### src/core/cfg_seq_pkg.sv
/*
 Shared constants, state codes and the state record of the configuration
 start-up sequencer. Assumes a 250 MHz core clock and 32-bit AXI4-Lite.
*/
package cfg_seq_pkg;
  // ----------------------------------------------------------------
  // Timing
  // ----------------------------------------------------------------
  localparam int CLK_NS = 4;
  localparam int INIT_MIN_US = 50;
  localparam int INIT_MAX_US = 250;
  localparam int POR_MS = 16;
  localparam int INIT_MIN_CYC = (INIT_MIN_US * 1000 + CLK_NS - 1) / CLK_NS;
  localparam int INIT_MAX_CYC = (INIT_MAX_US * 1000) / CLK_NS;
  localparam int POR_CYC = (POR_MS * 1000000) / CLK_NS;
  localparam logic [22:0] MODE_WAIT = 23'h000002;
  localparam logic [22:0] SYNC_SLACK = 23'h000003;
  localparam logic [3:0] SLOW_HALF = 4'h8;
  localparam logic [3:0] FAST_HALF = 4'h1;
  // ----------------------------------------------------------------
  // Bitstream layout
  // ----------------------------------------------------------------
  localparam logic [7:0] NUM_FRAMES = 8'h08;
  localparam logic [4:0] FRAME_DATA = 5'h10;
  localparam logic [4:0] FRAME_LAST = 5'h14;
  localparam logic [4:0] LEN_LAST = 5'h17;
  localparam logic [3:0] PREAMBLE = 4'h2;
  localparam logic [3:0] ERR_FIELD = 4'h6;
  localparam int OPT_FAST = 0;
  localparam int OPT_DONE = 1;
  localparam int OPT_IO = 3;
  localparam int OPT_GSR = 5;
  localparam int OPT_SYNC = 7;
  localparam int OPT_UCLK = 8;
  localparam logic [4:0] OPT_LAST = 5'h09;
  localparam logic [1:0] PH_PRE = 2'h0;
  localparam logic [1:0] PH_LEN = 2'h1;
  localparam logic [1:0] PH_FRM = 2'h2;
  localparam logic [1:0] PH_FULL = 2'h3;
  // ----------------------------------------------------------------
  // Register map
  // ----------------------------------------------------------------
  localparam logic [4:0] REG_CTRL = 5'h00;
  localparam logic [4:0] REG_STATUS = 5'h04;
  localparam logic [4:0] REG_LENGTH = 5'h08;
  localparam logic [4:0] REG_COUNT = 5'h0C;
  localparam int CTRL_RECONF = 0;
  localparam int CTRL_SLOW = 1;
  localparam logic [1:0] CTRL_RST = 2'h0;
  localparam logic [1:0] RESP_OKAY = 2'h0;
  localparam logic [1:0] RESP_SLVERR = 2'h2;

  typedef enum logic [7:0] {
    ST_CLEAR = 8'h01,
    ST_CLEAR_LAST = 8'h02,
    ST_INIT_WAIT = 8'h04,
    ST_INIT_DELAY = 8'h08,
    ST_MODE = 8'h10,
    ST_CONFIG = 8'h20,
    ST_FAULT = 8'h40,
    ST_STARTUP = 8'h80
  } state_e;

  typedef struct packed {
    state_e st;
    logic [22:0] tmr;
    logic por_done;
    logic [7:0] fa;
    logic [1:0] prog_sy, init_sy, ckin_sy, din_sy, done_sy, uclk_sy;
    logic [2:0] mode_s1, mode_s2, mode;
    logic ckin_pv, uclk_pv, held, master;
    logic [1:0] ph;
    logic [3:0] pre;
    logic [23:0] len, ccnt;
    logic [4:0] bpos;
    logic [7:0] fcnt;
    logic [8:0] opt;
    logic fast, ckout, dout, err;
    logic [3:0] div;
    logic [4:0] q;
    logic done_rel, io_act, gsr_hold, init_oe, hi_cfg, lo_cfg;
    logic [1:0] ctrl, bresp, rresp;
    logic aw_rdy, w_rdy, bvalid, ar_rdy, rvalid, aw_have, w_have;
    logic [4:0] awa;
    logic [31:0] wd, rdata;
    logic wstb;
  } seq_s;
endpackage

### src/core/cfg_startup_seq.sv
/*
 Configuration-control sequencer: memory clear, open-drain init handshake,
 mode capture, bitstream header and frame parsing, daisy-chain output,
 configuration clock generation and the programmable start-up register.
 Assumes all pins are asynchronous to i_mclk and an AXI4-Lite master.
*/
// Functional notes
// - Stay clearing frames while power-on timer runs or reconfig held.
// - After each pass test both; if idle, clear once more, then wait.
// - Init and done drive low, low-config low, high-config high from reset.
// - Release the init pin only after the final clearing pass.
// - Master waits 50 to 250 us before taking init as high.
// - Two clocks after init high, capture mode pins and start loading.
// - Find preamble 0010, then take 24 bits as length count.
// - After header, hold daisy-chain output high.
// - Master runs slow clock until first-frame rate bit picks eightfold.
// - Frame error field mismatch stops loading and pulls init low.
// - With own frames loaded, forward input data downstream again.
// - Reconfig request pulls init low; on release clear and restart.
// - External init hold stalls after clear; release captures mode.
// - After an external hold a master waits a further 250 us.
// - Done, I/O and reset release each pick any of stages two to five.
// - Default: done first, I/O next clock, reset release after that.
// - Start-up needs full memory and clock count equal to length.
// - Next clock edge sets first stage of five-stage start-up register.
// - Synchronous modes gate the fourth stage with the done pin level.
// - External low on done stalls start-up until it reads high.
// - Later stages step on config clock or on the user clock.
// - With user clock, second stage bridges the two clock phases.
// - Clock counter starts at the very first config clock.
`timescale 1ns/10ps
module cfg_startup_seq #(
  parameter int POR_CYCLES = cfg_seq_pkg::POR_CYC,
  parameter int INIT_MIN_CYCLES = cfg_seq_pkg::INIT_MIN_CYC,
  parameter int INIT_MAX_CYCLES = cfg_seq_pkg::INIT_MAX_CYC
) (
  input wire logic i_mclk,
  input wire logic i_resetn,
  input wire logic i_ce,
  input wire logic [4:0] i_awaddr,
  input wire logic i_awvalid,
  output logic o_awready,
  input wire logic [31:0] i_wdata,
  input wire logic [3:0] i_wstrb,
  input wire logic i_wvalid,
  output logic o_wready,
  output logic [1:0] o_bresp,
  output logic o_bvalid,
  input wire logic i_bready,
  input wire logic [4:0] i_araddr,
  input wire logic i_arvalid,
  output logic o_arready,
  output logic [31:0] o_rdata,
  output logic [1:0] o_rresp,
  output logic o_rvalid,
  input wire logic i_rready,
  input wire logic i_program_n,
  input wire logic i_init_n,
  output logic o_init_n,
  output logic o_init_n_oe,
  input wire logic i_done,
  output logic o_done,
  output logic o_done_oe,
  input wire logic [2:0] i_mode,
  input wire logic i_config_clock,
  output logic o_config_clock,
  input wire logic i_din,
  output logic o_dout,
  input wire logic i_user_startup_clock,
  output logic o_high_during_config_out,
  output logic o_low_during_config_out,
  output logic o_io_active,
  output logic o_global_reset
);
  localparam logic [22:0] POR_END = 23'(POR_CYCLES - 1);
  localparam logic [22:0] MIN_END = 23'(INIT_MIN_CYCLES - 1);
  localparam logic [22:0] MAX_END = 23'(INIT_MAX_CYCLES - 1);

  cfg_seq_pkg::seq_s s_q, s_d;

  // Picks stage (sel + base) + 2 of the start-up register.
  function automatic logic stage_pick(input logic [4:0] q,
                                      input logic [1:0] sel,
                                      input logic [1:0] base);
    logic [1:0] idx;
    idx = sel + base;
    return q[3'(idx) + 3'h1];
  endfunction

  // ----------------------------------------------------------------
  // Next-state logic
  // ----------------------------------------------------------------

  // One process computes the whole next state; pins enter via two flops.
  always_comb begin
    logic reconf, cedge, sedge, din, run;
    logic [3:0] half;
    s_d = s_q;
    reconf = 1'b0;
    cedge = 1'b0;
    sedge = 1'b0;
    din = s_q.din_sy[1];
    run = 1'b0;
    half = cfg_seq_pkg::SLOW_HALF;
    s_d.prog_sy = {s_q.prog_sy[0], i_program_n};
    s_d.init_sy = {s_q.init_sy[0], i_init_n};
    s_d.ckin_sy = {s_q.ckin_sy[0], i_config_clock};
    s_d.din_sy = {s_q.din_sy[0], i_din};
    s_d.done_sy = {s_q.done_sy[0], i_done};
    s_d.uclk_sy = {s_q.uclk_sy[0], i_user_startup_clock};
    s_d.mode_s1 = i_mode;
    s_d.mode_s2 = s_q.mode_s1;
    s_d.ckin_pv = s_q.ckin_sy[1];
    s_d.uclk_pv = s_q.uclk_sy[1];
    reconf = !s_q.prog_sy[1] || s_q.ctrl[cfg_seq_pkg::CTRL_RECONF];

    // The master divides the core clock; fast only once the bit is seen.
    run = s_q.master && (s_q.st == cfg_seq_pkg::ST_CONFIG ||
                         s_q.st == cfg_seq_pkg::ST_STARTUP);
    if (s_q.fast && !s_q.ctrl[cfg_seq_pkg::CTRL_SLOW]) begin
      half = cfg_seq_pkg::FAST_HALF;
    end
    if (run) begin
      if (s_q.div == 4'h0) begin
        s_d.div = half - 4'h1;
        s_d.ckout = !s_q.ckout;
        cedge = !s_q.ckout;
      end else begin
        s_d.div = s_q.div - 4'h1;
      end
    end else if (!s_q.master) begin
      cedge = s_q.ckin_sy[1] && !s_q.ckin_pv;
    end

    if (reconf) begin
      // Request forces init low and restarts the clearing.
      s_d.st = cfg_seq_pkg::ST_CLEAR;
      s_d.init_oe = 1'b1;
      s_d.fa = 8'h00;
      s_d.err = 1'b0;
      s_d.q = 5'h00;
      s_d.done_rel = 1'b0;
      s_d.io_act = 1'b0;
      s_d.gsr_hold = 1'b1;
      s_d.ckout = 1'b0;
      s_d.dout = 1'b1;
    end else begin
      unique case (s_q.st)
        cfg_seq_pkg::ST_CLEAR: begin
          s_d.init_oe = 1'b1;
          if (!s_q.por_done) begin
            s_d.tmr = s_q.tmr + 23'h1;
            s_d.por_done = s_q.tmr == POR_END;
          end
          s_d.fa = s_q.fa + 8'h1;
          if (s_q.fa == cfg_seq_pkg::NUM_FRAMES - 8'h1) begin
            s_d.fa = 8'h00;
            if (s_q.por_done) begin
              s_d.st = cfg_seq_pkg::ST_CLEAR_LAST;
            end
          end
        end
        cfg_seq_pkg::ST_CLEAR_LAST: begin
          s_d.fa = s_q.fa + 8'h1;
          if (s_q.fa == cfg_seq_pkg::NUM_FRAMES - 8'h1) begin
            s_d.fa = 8'h00;
            s_d.st = cfg_seq_pkg::ST_INIT_WAIT;
            s_d.init_oe = 1'b0;
            s_d.tmr = 23'h0;
          end
        end
        cfg_seq_pkg::ST_INIT_WAIT: begin
          // Low beyond the sync slack means someone outside holds it.
          s_d.tmr = s_q.tmr + 23'h1;
          if (s_q.init_sy[1]) begin
            s_d.held = s_q.tmr > cfg_seq_pkg::SYNC_SLACK;
            s_d.tmr = 23'h0;
            s_d.st = s_q.mode_s2[0] ? cfg_seq_pkg::ST_MODE
                                    : cfg_seq_pkg::ST_INIT_DELAY;
          end
        end
        cfg_seq_pkg::ST_INIT_DELAY: begin
          s_d.tmr = s_q.tmr + 23'h1;
          if (s_q.tmr == (s_q.held ? MAX_END : MIN_END)) begin
            s_d.st = cfg_seq_pkg::ST_MODE;
            s_d.tmr = 23'h0;
          end
        end
        cfg_seq_pkg::ST_MODE: begin
          s_d.tmr = s_q.tmr + 23'h1;
          if (s_q.tmr == cfg_seq_pkg::MODE_WAIT - 23'h1) begin
            s_d.mode = s_q.mode_s2;
            s_d.master = !s_q.mode_s2[0];
            s_d.st = cfg_seq_pkg::ST_CONFIG;
            s_d.ph = cfg_seq_pkg::PH_PRE;
            s_d.pre = 4'hF;
            s_d.ccnt = 24'h0;
            s_d.bpos = 5'h00;
            s_d.fcnt = 8'h00;
            s_d.fast = 1'b0;
            s_d.div = 4'h0;
            s_d.ckout = 1'b0;
          end
        end
        cfg_seq_pkg::ST_CONFIG: begin
          if (cedge) begin
            s_d.ccnt = s_q.ccnt + 24'h1;
            unique case (s_q.ph)
              cfg_seq_pkg::PH_PRE: begin
                s_d.dout = din;
                s_d.pre = {s_q.pre[2:0], din};
                if ({s_q.pre[2:0], din} == cfg_seq_pkg::PREAMBLE) begin
                  s_d.ph = cfg_seq_pkg::PH_LEN;
                  s_d.bpos = 5'h00;
                end
              end
              cfg_seq_pkg::PH_LEN: begin
                s_d.dout = din;
                s_d.len = {s_q.len[22:0], din};
                s_d.bpos = s_q.bpos + 5'h1;
                if (s_q.bpos == cfg_seq_pkg::LEN_LAST) begin
                  s_d.ph = cfg_seq_pkg::PH_FRM;
                  s_d.bpos = 5'h00;
                end
              end
              cfg_seq_pkg::PH_FRM: begin
                s_d.dout = 1'b1;
                if (s_q.bpos == 5'h00) begin
                  s_d.bpos = {4'h0, !din};
                end else begin
                  s_d.bpos = s_q.bpos + 5'h1;
                end
                // Options only come from the first frame.
                if (s_q.fcnt == 8'h00 && s_q.bpos != 5'h00 &&
                    s_q.bpos <= cfg_seq_pkg::OPT_LAST) begin
                  s_d.opt[4'(s_q.bpos - 5'h1)] = din;
                  if (s_q.bpos == 5'h01) begin
                    s_d.fast = din;
                  end
                end
                if (s_q.bpos > cfg_seq_pkg::FRAME_DATA &&
                    din != cfg_seq_pkg::ERR_FIELD[
                      2'(cfg_seq_pkg::FRAME_LAST - s_q.bpos)]) begin
                  s_d.st = cfg_seq_pkg::ST_FAULT;
                  s_d.init_oe = 1'b1;
                  s_d.err = 1'b1;
                end
                if (s_q.bpos == cfg_seq_pkg::FRAME_LAST) begin
                  s_d.bpos = 5'h00;
                  s_d.fcnt = s_q.fcnt + 8'h1;
                  if (s_q.fcnt == cfg_seq_pkg::NUM_FRAMES - 8'h1) begin
                    s_d.ph = cfg_seq_pkg::PH_FULL;
                  end
                end
              end
              default: begin
                s_d.dout = din;
              end
            endcase
          end
          // Memory full and exact count; a short count waits for more clocks, a long one for the wrap.
          if (s_q.ph == cfg_seq_pkg::PH_FULL && s_q.ccnt == s_q.len) begin
            s_d.st = cfg_seq_pkg::ST_STARTUP;
          end
        end
        cfg_seq_pkg::ST_FAULT: begin
          s_d.init_oe = 1'b1;
        end
        cfg_seq_pkg::ST_STARTUP: begin
          if (cedge) begin
            s_d.dout = din;
            s_d.q[0] = 1'b1;
          end
          // The user clock path reaches stage two only after a sync.
          sedge = s_q.opt[cfg_seq_pkg::OPT_UCLK]
                  ? (s_q.uclk_sy[1] && !s_q.uclk_pv) : cedge;
          if (sedge) begin
            s_d.q[1] = s_q.q[0];
            s_d.q[2] = s_q.q[1];
            s_d.q[3] = s_q.q[2] && (!s_q.opt[cfg_seq_pkg::OPT_SYNC] ||
                                    s_q.done_sy[1]);
            s_d.q[4] = s_q.q[3];
          end
          // Option zero gives done, then I/O, then reset release.
          s_d.done_rel = stage_pick(s_q.q,
            s_q.opt[cfg_seq_pkg::OPT_DONE +: 2], 2'h0);
          s_d.io_act = stage_pick(s_q.q,
            s_q.opt[cfg_seq_pkg::OPT_IO +: 2], 2'h1);
          s_d.gsr_hold = !stage_pick(s_q.q,
            s_q.opt[cfg_seq_pkg::OPT_GSR +: 2], 2'h2);
        end
        default: begin
          s_d.st = cfg_seq_pkg::ST_CLEAR;
        end
      endcase
    end
    s_d.hi_cfg = !s_d.io_act;
    s_d.lo_cfg = s_d.io_act;

    // ----------------------------------------------------------------
    // AXI4-Lite slave
    // ----------------------------------------------------------------
    if (s_q.aw_rdy && i_awvalid) begin
      s_d.aw_have = 1'b1;
      s_d.awa = i_awaddr;
    end
    if (s_q.w_rdy && i_wvalid) begin
      s_d.w_have = 1'b1;
      s_d.wd = i_wdata;
      s_d.wstb = i_wstrb[0];
    end
    if (s_q.bvalid && i_bready) begin
      s_d.bvalid = 1'b0;
    end
    // The write lands once both halves are held; one write at a time.
    if (s_q.aw_have && s_q.w_have && !s_q.bvalid) begin
      s_d.aw_have = 1'b0;
      s_d.w_have = 1'b0;
      s_d.bvalid = 1'b1;
      s_d.bresp = cfg_seq_pkg::RESP_OKAY;
      if (s_q.awa == cfg_seq_pkg::REG_CTRL) begin
        if (s_q.wstb) begin
          s_d.ctrl = s_q.wd[1:0];
        end
      end else if (s_q.awa != cfg_seq_pkg::REG_STATUS &&
                   s_q.awa != cfg_seq_pkg::REG_LENGTH &&
                   s_q.awa != cfg_seq_pkg::REG_COUNT) begin
        s_d.bresp = cfg_seq_pkg::RESP_SLVERR;
      end
    end
    if (s_q.rvalid && i_rready) begin
      s_d.rvalid = 1'b0;
    end
    if (s_q.ar_rdy && i_arvalid) begin
      s_d.rvalid = 1'b1;
      s_d.rresp = cfg_seq_pkg::RESP_OKAY;
      unique case (i_araddr)
        cfg_seq_pkg::REG_CTRL: s_d.rdata = {30'h0, s_q.ctrl};
        cfg_seq_pkg::REG_STATUS: begin
          s_d.rdata = {15'h0, s_q.err, s_q.mode, s_q.q, s_q.st};
        end
        cfg_seq_pkg::REG_LENGTH: s_d.rdata = {8'h00, s_q.len};
        cfg_seq_pkg::REG_COUNT: s_d.rdata = {8'h00, s_q.ccnt};
        default: begin
          s_d.rdata = 32'h0;
          s_d.rresp = cfg_seq_pkg::RESP_SLVERR;
        end
      endcase
    end
    s_d.aw_rdy = !s_d.aw_have && !s_d.bvalid;
    s_d.w_rdy = !s_d.w_have && !s_d.bvalid;
    s_d.ar_rdy = !s_d.rvalid;
  end

  // ----------------------------------------------------------------
  // State register
  // ----------------------------------------------------------------

  // Reset loads constants only; the clock enable freezes everything.
  always_ff @(posedge i_mclk or negedge i_resetn) begin
    if (!i_resetn) begin
      s_q <= '0;
      s_q.st <= cfg_seq_pkg::ST_CLEAR;
      s_q.prog_sy <= 2'h3;
      s_q.pre <= 4'hF;
      s_q.dout <= 1'b1;
      s_q.init_oe <= 1'b1;
      s_q.hi_cfg <= 1'b1;
      s_q.gsr_hold <= 1'b1;
      s_q.ctrl <= cfg_seq_pkg::CTRL_RST;
    end else if (i_ce) begin
      s_q <= s_d;
    end
  end

  // Open-drain pins only ever pull low, so the driven level is zero.
  assign o_init_n = 1'b0;
  assign o_init_n_oe = s_q.init_oe;
  assign o_done = 1'b0;
  assign o_done_oe = !s_q.done_rel;
  assign o_config_clock = s_q.ckout;
  assign o_dout = s_q.dout;
  assign o_high_during_config_out = s_q.hi_cfg;
  assign o_low_during_config_out = s_q.lo_cfg;
  assign o_io_active = s_q.io_act;
  assign o_global_reset = s_q.gsr_hold;
  assign o_awready = s_q.aw_rdy;
  assign o_wready = s_q.w_rdy;
  assign o_bvalid = s_q.bvalid;
  assign o_bresp = s_q.bresp;
  assign o_arready = s_q.ar_rdy;
  assign o_rvalid = s_q.rvalid;
  assign o_rdata = s_q.rdata;
  assign o_rresp = s_q.rresp;
endmodule

### config.mk
export PLATFORM = sky130hd
export DESIGN_NAME = cfg_startup_seq
export DESIGN_NICKNAME = d
export VERILOG_FILES = /design/src/core/cfg_seq_pkg.sv /design/src/core/cfg_startup_seq.sv
export SDC_FILE = /design/constraint.sdc
export NUM_CORES = 1
export LEC_CHECK = 0
export BUFFER_PORTS_ARGS = -buffer_cell sky130_fd_sc_hd__buf_4
export CAP_MARGIN = 20
export CORE_ASPECT_RATIO = 1.4
export CORE_UTILIZATION = 27
export CTS_CLUSTER_SIZE = 12
export DETAILED_ROUTE_END_ITERATION = 8
export GPL_ROUTABILITY_DRIVEN = 0
export RECOVER_POWER = 100
export SYNTH_ARGS = -nofsm -noshare
export SYNTH_HDL_FRONTEND = slang
export SYNTH_SLANG_ARGS = --single-unit
### constraint.sdc
create_clock -name i_mclk -period 6.9 [get_ports i_mclk]
set_input_delay 0.69 -clock i_mclk [delete_from_list [all_inputs] [get_ports i_mclk]]
set_output_delay 0.69 -clock i_mclk [all_outputs]
set_load 0.01 [all_outputs]
-- Word level (Yosys, flattened, before mapping)
Index checks and enable logic that the tools add are counted.
- bits in registers: 211
- input port bits: 63
- output and inout port bits: 51
- logic and storage cells: 308
- $add $sub $neg: 14
- $lt $le $gt $ge: 9
- equality and inequality tests: 56
- multiplexer cells: 91
- bitwise gates (word level): 1
- reduce and logical (&&, ||, !) cells: 87
- operator list (cell ; number):
    23-bit case mux with 5 select lines ; 1
    8-bit two-way mux ; 12
    24-bit case mux with 4 select lines ; 1
    31-bit two-way mux ; 3
    77-bit two-way mux ; 1
    37-bit case mux with 2 select lines ; 1
    8-bit case mux with 7 select lines ; 1
    24-bit two-way mux ; 2
    37-bit two-way mux ; 1
    4-bit two-way mux ; 8
    3-bit != test (second input constant) ; 10
    1-bit two-way mux ; 27
    24-bit by 1-bit adder with 24-bit output (second input constant) ; 1
    24-bit equality test ; 1
    8-bit by 3-bit equality test with 1-bit output (second input constant) ; 3
    23-bit by 1-bit adder with 23-bit output (second input constant) ; 1
    23-bit by 1-bit equality test with 1-bit output (second input constant) ; 1
    23-bit by 16-bit equality test with 1-bit output ; 1
    23-bit by 22-bit equality test with 1-bit output (second input constant) ; 1
    23-bit by 2-bit > comparator with 1-bit output (second input constant) ; 1
    1-bit logical AND ; 21
    2-bit two-way mux ; 10
    5-bit two-way mux ; 4
    5-bit AND reduction ; 4
    other kinds (72) ; 141

-- Logic depth before layout (Yosys ltp)
Gate-level depths: netlist of run 1.
- word-level depth: 11
- depth in mapped cells: 10
- depth with buffers taken out: 9

-- Worst setup path after synthesis of run 1
OpenSTA, ideal clock, no wires.
- path type: input to register
- start: input i_ce
- end: register s_q[152] in the netlist's numbering
- setup time: 128 ps
- arrival: 2602 ps
- required time: 6772 ps
- setup slack: 4171 ps
- stages on the path: 7
- buffers on the path: 2
- cell sequence: clkbuf_1 nand3b_1 or4_4 a21oi_4 nand3_2 buf_2 mux2_1
- cells in the longest elaborated chain, start to end: 1
- ends and longest elaborated chain (item ; line ; RTL):
    start: declaration ; cfg_startup_seq.sv:39 ; input wire logic i_ce,
    5-bit AND reduction (no line) ; -- ;
    end: declaration ; cfg_startup_seq.sv:79 ; cfg_seq_pkg::seq_s s_q, s_d;
No other way between the ends.
A chain may end at the register's enable or synchronous reset.

-- Worst setup path after layout of run 1
- start: register s_q[241] in the netlist's numbering
- end: register s_q[214] in the netlist's numbering
- cells in the longest elaborated chain, start to end: 3
- elaborated cells on any way between the ends: 10
- those cells by class: 7 x eq/ne; 1 x mux; 2 x reduce/logical
- ends and longest elaborated chain (item ; line ; RTL):
    8-bit by 5-bit equality test with 1-bit output, or another cell as far along ; cfg_startup_seq.sv:148 ; unique case (s_q.st)
    5-bit nonzero test (no line) / 2-bit != test (equally long branches) ; -- ;
    5-bit AND reduction (no line) ; -- ;
Parallel ways exist; a longest one is shown, timed or not.

==> flow_summary.ini, run 1 <==
[timing]
whs_ns = 0.4646
worst_pin_slew_ns = 2.969
hold_viol = 0
setup_viol = 0
skew_ns = 0.01684
slew_headroom = -0.9915
max_freq_ghz = 0.1992
slew_violations = 170
fin_setup_tns_ns = 0
min_period_over_period = 0.7274
rsz0062_at_grt = no
fin_crit_ns = 5.019

[pwr]
p_per_area_nw_per_um2 = 233.2
p_leak_uw = 0.005232
vdd_drop_max_mv = 0.1641
fin_total_pwr_uw = 2855

[global_routing]
grt_max_degree = 125
grt_overflow = 0
antenna_found_initial = 1
grt_usage = 0.1360
grt_pass1_vias = 8371
grt_pass1_wl_um = 45150

[finish]
fin_cells = 1671
drive_gt1_frac = 0.1354
layout_commonest_cell = dfrtp_1
antennaDiodeCount = 0
seq_area_sq_um = 5017
layout.nets = 1209
largest_reg_flops = 144
nFillCells = 4207
area.growth.synth_to_final_pct = 10.70
fin_area_sq_um = 12250
top_register = s_q
layout_common_cells = dfrtp_1, nand2_1, o21ai_0
multi_input_comb_area_sq_um = 5370

[floorplan]
core-area_sq_um = 40390
die_area_sq_um = 41790
die_x_um = 173.1
rows = 87
pin_count = 114
die_h_um = 241.5
initial_core_util = 0.2739

[setup_path]
reg2reg_slack_ns = 1.88
critPathKind = flop to flop
timing.rr.end = s_q[214]$_DFFE_PN0P_
crit_path_max_fanout = 24
critPathArrivalTime_ns = 5.34
r2r_cells = 6
r2r-start = s_q[241]$_DFFE_PN0P_
cp.required_ns = 7.22
cp-end-kind = flop
cp-start-kind = flop

[placed_design]
hpwl_um = 19810
dp.cells = 1638
placed_area_sq_um = 11820
port_buffers = 68

[clocking]
postCtsSetupRepairBufs = 0
cts_resized = 0
numCtsBuffers = 17
clk_path_buf_depth = 2
clkTransAtPathRegs_ns = 0.09
htree_num_levels = 4
postCtsHoldBufs = 0
root_buffer = clkbuf_16
clk_latency_ns = 0.45
cts_tree = built
cts_sinks = 200

[yosys]
yosys.area.top_type_share = 0.4298
synth_ff_type = dfrtp_1
synth.area.top_cells = dfrtp_1, mux2_2, nand2_1
syn_area_sq_um = 11060
syn_inst = 1113
ys_seq_elements = 200
avgSynthCellArea_sq_um = 9.939
ys_seq_area_frac = 0.4536
ys_warn_count = 0
synth_edf_count = 0
async_reset_ff_frac = 1.000
synth_cell_type_count = 78
yosys.area.top_type = dfrtp_1

[job]
cap_viol_max_count = 4

[hold_path]
holdPathEnd = s_d[200]$_DFFE_PN0P_
hp-class = input port to flop
min_path_cells = 2
min_from = i_init_n

[routing]
wl_per_cell_um = 16.50
vias = 8317
routed_via_density = 4.977
drt_iter0_drc = 530
wl_um = 27570
drc = 0
drt-pass1-iter-count = 4
antenna_left = 0

[status]
status = finished with violations
violations = capacitance limit, slew limit
[worst max-delay path by stage]
stage / startpoint / end / slack [ns] / cells after the start
finish: s_q[241]$_DFFE_PN0P_ / s_q[214]$_DFFE_PN0P_ / 1.88 / 6
global route: i_resetn / s_q[238]$_DFFE_PN0P_ / 1.42 / 3
CTS: i_ce / s_q[152]$_DFFE_PN0P_ / 3.05 / 6
detailed placement: i_ce / s_q[152]$_DFFE_PN0P_ / 2.56 / 6
global placement: i_ce / s_q[168]$_DFFE_PN0P_ / 2.63 / 6
floorplan: i_ce / s_q[152]$_DFFE_PN0P_ / 4.17 / 7
[layout make-up]
cell class | count | area share
multi-input cells | 795 | 0.4385
clock buffers | 18 | 0.03586
inverters | 34 | 0.01042
well taps | 534 | 0.05456
flip-flops and latches | 200 | 0.4097
repair buffers | 76 | 0.03413
clock inverters | 14 | 0.01676
[power breakdown]
| group | internal, uW | switching (uW) |
|---|---|---|
| registers | 1260 | 86.0 |
| logic | 159 | 247 |
| clock network | 600 | 503 |
[synth_stat cells, types with 4 or more instances]
master / n
dfrtp_1: 190
nand2_1: 98
nor2_1: 78
o21ai_0: 61
mux2_2: 59
buf_4: 40
nand3_1: 39
o21ai_1: 38
clkbuf_1: 35
xor2_1: 34
inv_1: 33
nand4_1: 33
a21oi_1: 30
mux2_1: 23
ha_1: 22
nor4_1: 22
nor3_1: 20
xnor2_1: 17
a22oi_1: 16
and3_1: 16
nand2b_1: 15
buf_2: 14
o31ai_1: 13
a31oi_1: 11
and2_1: 10
dfstp_2: 10
mux2i_1: 10
a22o_1: 9
or4_1: 7
a21o_1: 6
nand4b_1: 6
nor2b_1: 6
o22ai_1: 6
and4_1: 5
mux4_2: 5
or3_1: 5
nand3b_1: 4
[critical path, stage by stage, from the launching register on]
cell and delay, ns:
dfrtp_1 0.57, or4_1 0.71, a2111oi_4 0.46, o21ai_0 0.15
a211oi_1 2.28, or2_0 0.56, o21ai_0 0.16
[through the flow]
step	util	setup slack (ns)
final	0.3032	1.881
after CTS	0.3085	3.045
after global placement	0.2926	2.635
after detailed placement	0.2926	2.562
after floorplan	-	4.171
after global routing	0.3032	1.420
[layer usage]
layer | vias up | track usage | routed length (um)
met5 | - | 0 | 0
met3 | 32 | 0.02605 | 990
met4 | 0 | 0.05873 | 706
li1 | 3990 | - | -
met2 | 149 | 0.2433 | 14140
met1 | 4146 | 0.1585 | 11730
[cell families (layout without fill, tap and decap cells)]
group / count (synthesis) / count (layout) / synth area share
AND/OR/NAND/NOR: 390 / 390 / 0.1860
AO/OA/AOI/OAI: 222 / 222 / 0.1292
flip-flops: 200 / 200 / 0.4536
buffers and inverters: 129 / 142 / 0.06097
multiplexers: 97 / 97 / 0.1027
XOR/XNOR: 52 / 52 / 0.04242
adder cells (fa/ha/maj): 22 / 22 / 0.02488
other: 1 / 12 / 0.0003390
(Power assumes the default switching activity.)
==> run 2: changes to the inputs <==
==> constraint.sdc (replaced) <==
create_clock -name i_mclk -period 4.14 [get_ports i_mclk]
set_input_delay 0.414 -clock i_mclk [delete_from_list [all_inputs] [get_ports i_mclk]]
set_output_delay 0.414 -clock i_mclk [all_outputs]
set_load 0.01 [all_outputs]
==> flow_summary.ini, run 2 (same netlist as run 1, synthesis figures left out) <==
[pwr]
p_leak_uw = 0.005243
p_per_area_nw_per_um2 = 377.3
fin_total_pwr_uw = 4628
vdd_drop_max_mv = 0.2628

[global_routing]
grt_usage = 0.1374
antenna_found_initial = 0
grt_pass1_vias = 8451
grt_overflow = 0
grt_max_degree = 106
grt_pass1_wl_um = 45570

[timing]
max_freq_ghz = 0.2796
setup_viol = 0
rsz0062_at_grt = no
skew_ns = 0.01057
fin_setup_tns_ns = 0
worst_pin_slew_ns = 2.689
slew_headroom = -0.7929
slew_violations = 106
min_period_over_period = 0.8639
fin_crit_ns = 3.576
hold_viol = 0

[setup_path]
cp.required_ns = 4.47
crit_path_max_fanout = 24
crit_buf_inv = 1
critPathKind = flop to flop
cp-end-kind = flop
cp_top_family = simple AND/OR/NAND/NOR gates
path_cells = or4_1, a2111oi_4, o21ai_1, a211oi_2, clkbuf_1, or2_1, o41ai_1
critPathArrivalTime_ns = 3.90
slowest_stage = clkbuf_1
cp-start-kind = flop
max_stage_delay_ns = 0.87

[floorplan]
initial_core_util = 0.2739
pin_count = 114
rows = 87
die_h_um = 241.5
die_x_um = 173.1
core-area_sq_um = 40390
die_area_sq_um = 41790

[routing]
wl_um = 27750
drt-pass1-iter-count = 5
drt_iter0_drc = 431
drc = 0
vias = 8391
wl_per_cell_um = 16.51
antenna_left = 0
routed_via_density = 4.992

[finish]
multi_input_comb_area_sq_um = 5383
fin_area_sq_um = 12260
largest_reg_flops = 144
seq_area_sq_um = 5017
drive_gt1_frac = 0.1386
layout.nets = 1219
layout_commonest_cell = dfrtp_1
area.growth.synth_to_final_pct = 10.87
nFillCells = 4167
layout_common_cells = dfrtp_1, nand2_1, o21ai_0
antennaDiodeCount = 0
top_register = s_q

[clocking]
postCtsSetupRepairBufs = 0
clkTransAtPathRegs_ns = 0.08
postCtsHoldBufs = 0
cts_sinks = 200
numCtsBuffers = 17
clk_path_buf_depth = 2
cts_resized = 0
root_buffer = clkbuf_16
htree_num_levels = 4
clk_latency_ns = 0.46
cts_tree = built

[status]
violations = capacitance limit, slew limit
status = finished with violations

[placed_design]
hpwl_um = 20570
placed_area_sq_um = 11890
port_buffers = 68

[job]
cap_viol_max_count = 1

[hold_path]
hp-class = input port to flop
[run 2: layout make-up]
type                       count  share of cell area
multi-input combinational    795              0.4389
sequential                   200              0.4091
tap                          534             0.05448
timing repair buffer          86             0.03856
clock buffer                  18             0.03581
clock inverter                14             0.01275
inverter                      34             0.01041
[run 2: per-layer routing]
layer / vias to the layer above / wire length, um / global-route usage
met1: 4150 / 11760 / 0.1583
met4: 0 / 801 / 0.06007
li1: 4021 / - / -
met2: 173 / 14200 / 0.2467
met3: 47 / 994 / 0.02762
met5: - / 0 / 0
[run 2: final timing paths]
check / from / to / slack, ns / cells after the start
setup / recovery: s_q[241]$_DFFE_PN0P_ / s_q[228]$_DFFE_PN0P_ / 0.56 / 7
hold / removal: i_awaddr[2] / s_q[67]$_DFFE_PN0P_ / 0.19 / 2
setup reg to reg: s_q[241]$_DFFE_PN0P_ / s_q[228]$_DFFE_PN0P_ / 0.56 / 7
hold reg to reg: o_rdata[23]$_DFFE_PN0P_ / o_rdata[23]$_DFFE_PN0P_ / 0.48 / 2
max in group asynchronous: i_resetn / s_q[242]$_DFFE_PN0P_ / 1.06 / 2
min in group asynchronous: i_resetn / s_q[160]$_DFFE_PN0P_ / 0.74 / 1
[run 2: worst reg2reg max path, stage by stage, from the launching register on]
cell and delay [ns]:
dfrtp_1 0.57, or4_1 0.70, a2111oi_4 0.45, o21ai_1 0.13, a211oi_2 0.19, clkbuf_1 0.87
or2_1 0.40, o41ai_1 0.13
[run 2: through the flow]
step	hold slack, ns	setup WS, ns	util	instances
CTS	0.09979	0.8874	0.3092	1681
finish	0.1862	0.5636	0.3037	1681
floorplan	0.1184	1.518	-	1124
global placement	0.4570	0.9292	0.2945	1649
detailed placement	0.4657	0.9184	0.2945	1649
global route	0.1703	0.3712	0.3037	1681
[run 2: power by group]
part	switching (uW)	leakage (uW)	internal, uW
Sequential	145	0.00263	2100
Clock	823	0.000292	874
Combinational	418	0.00232	268
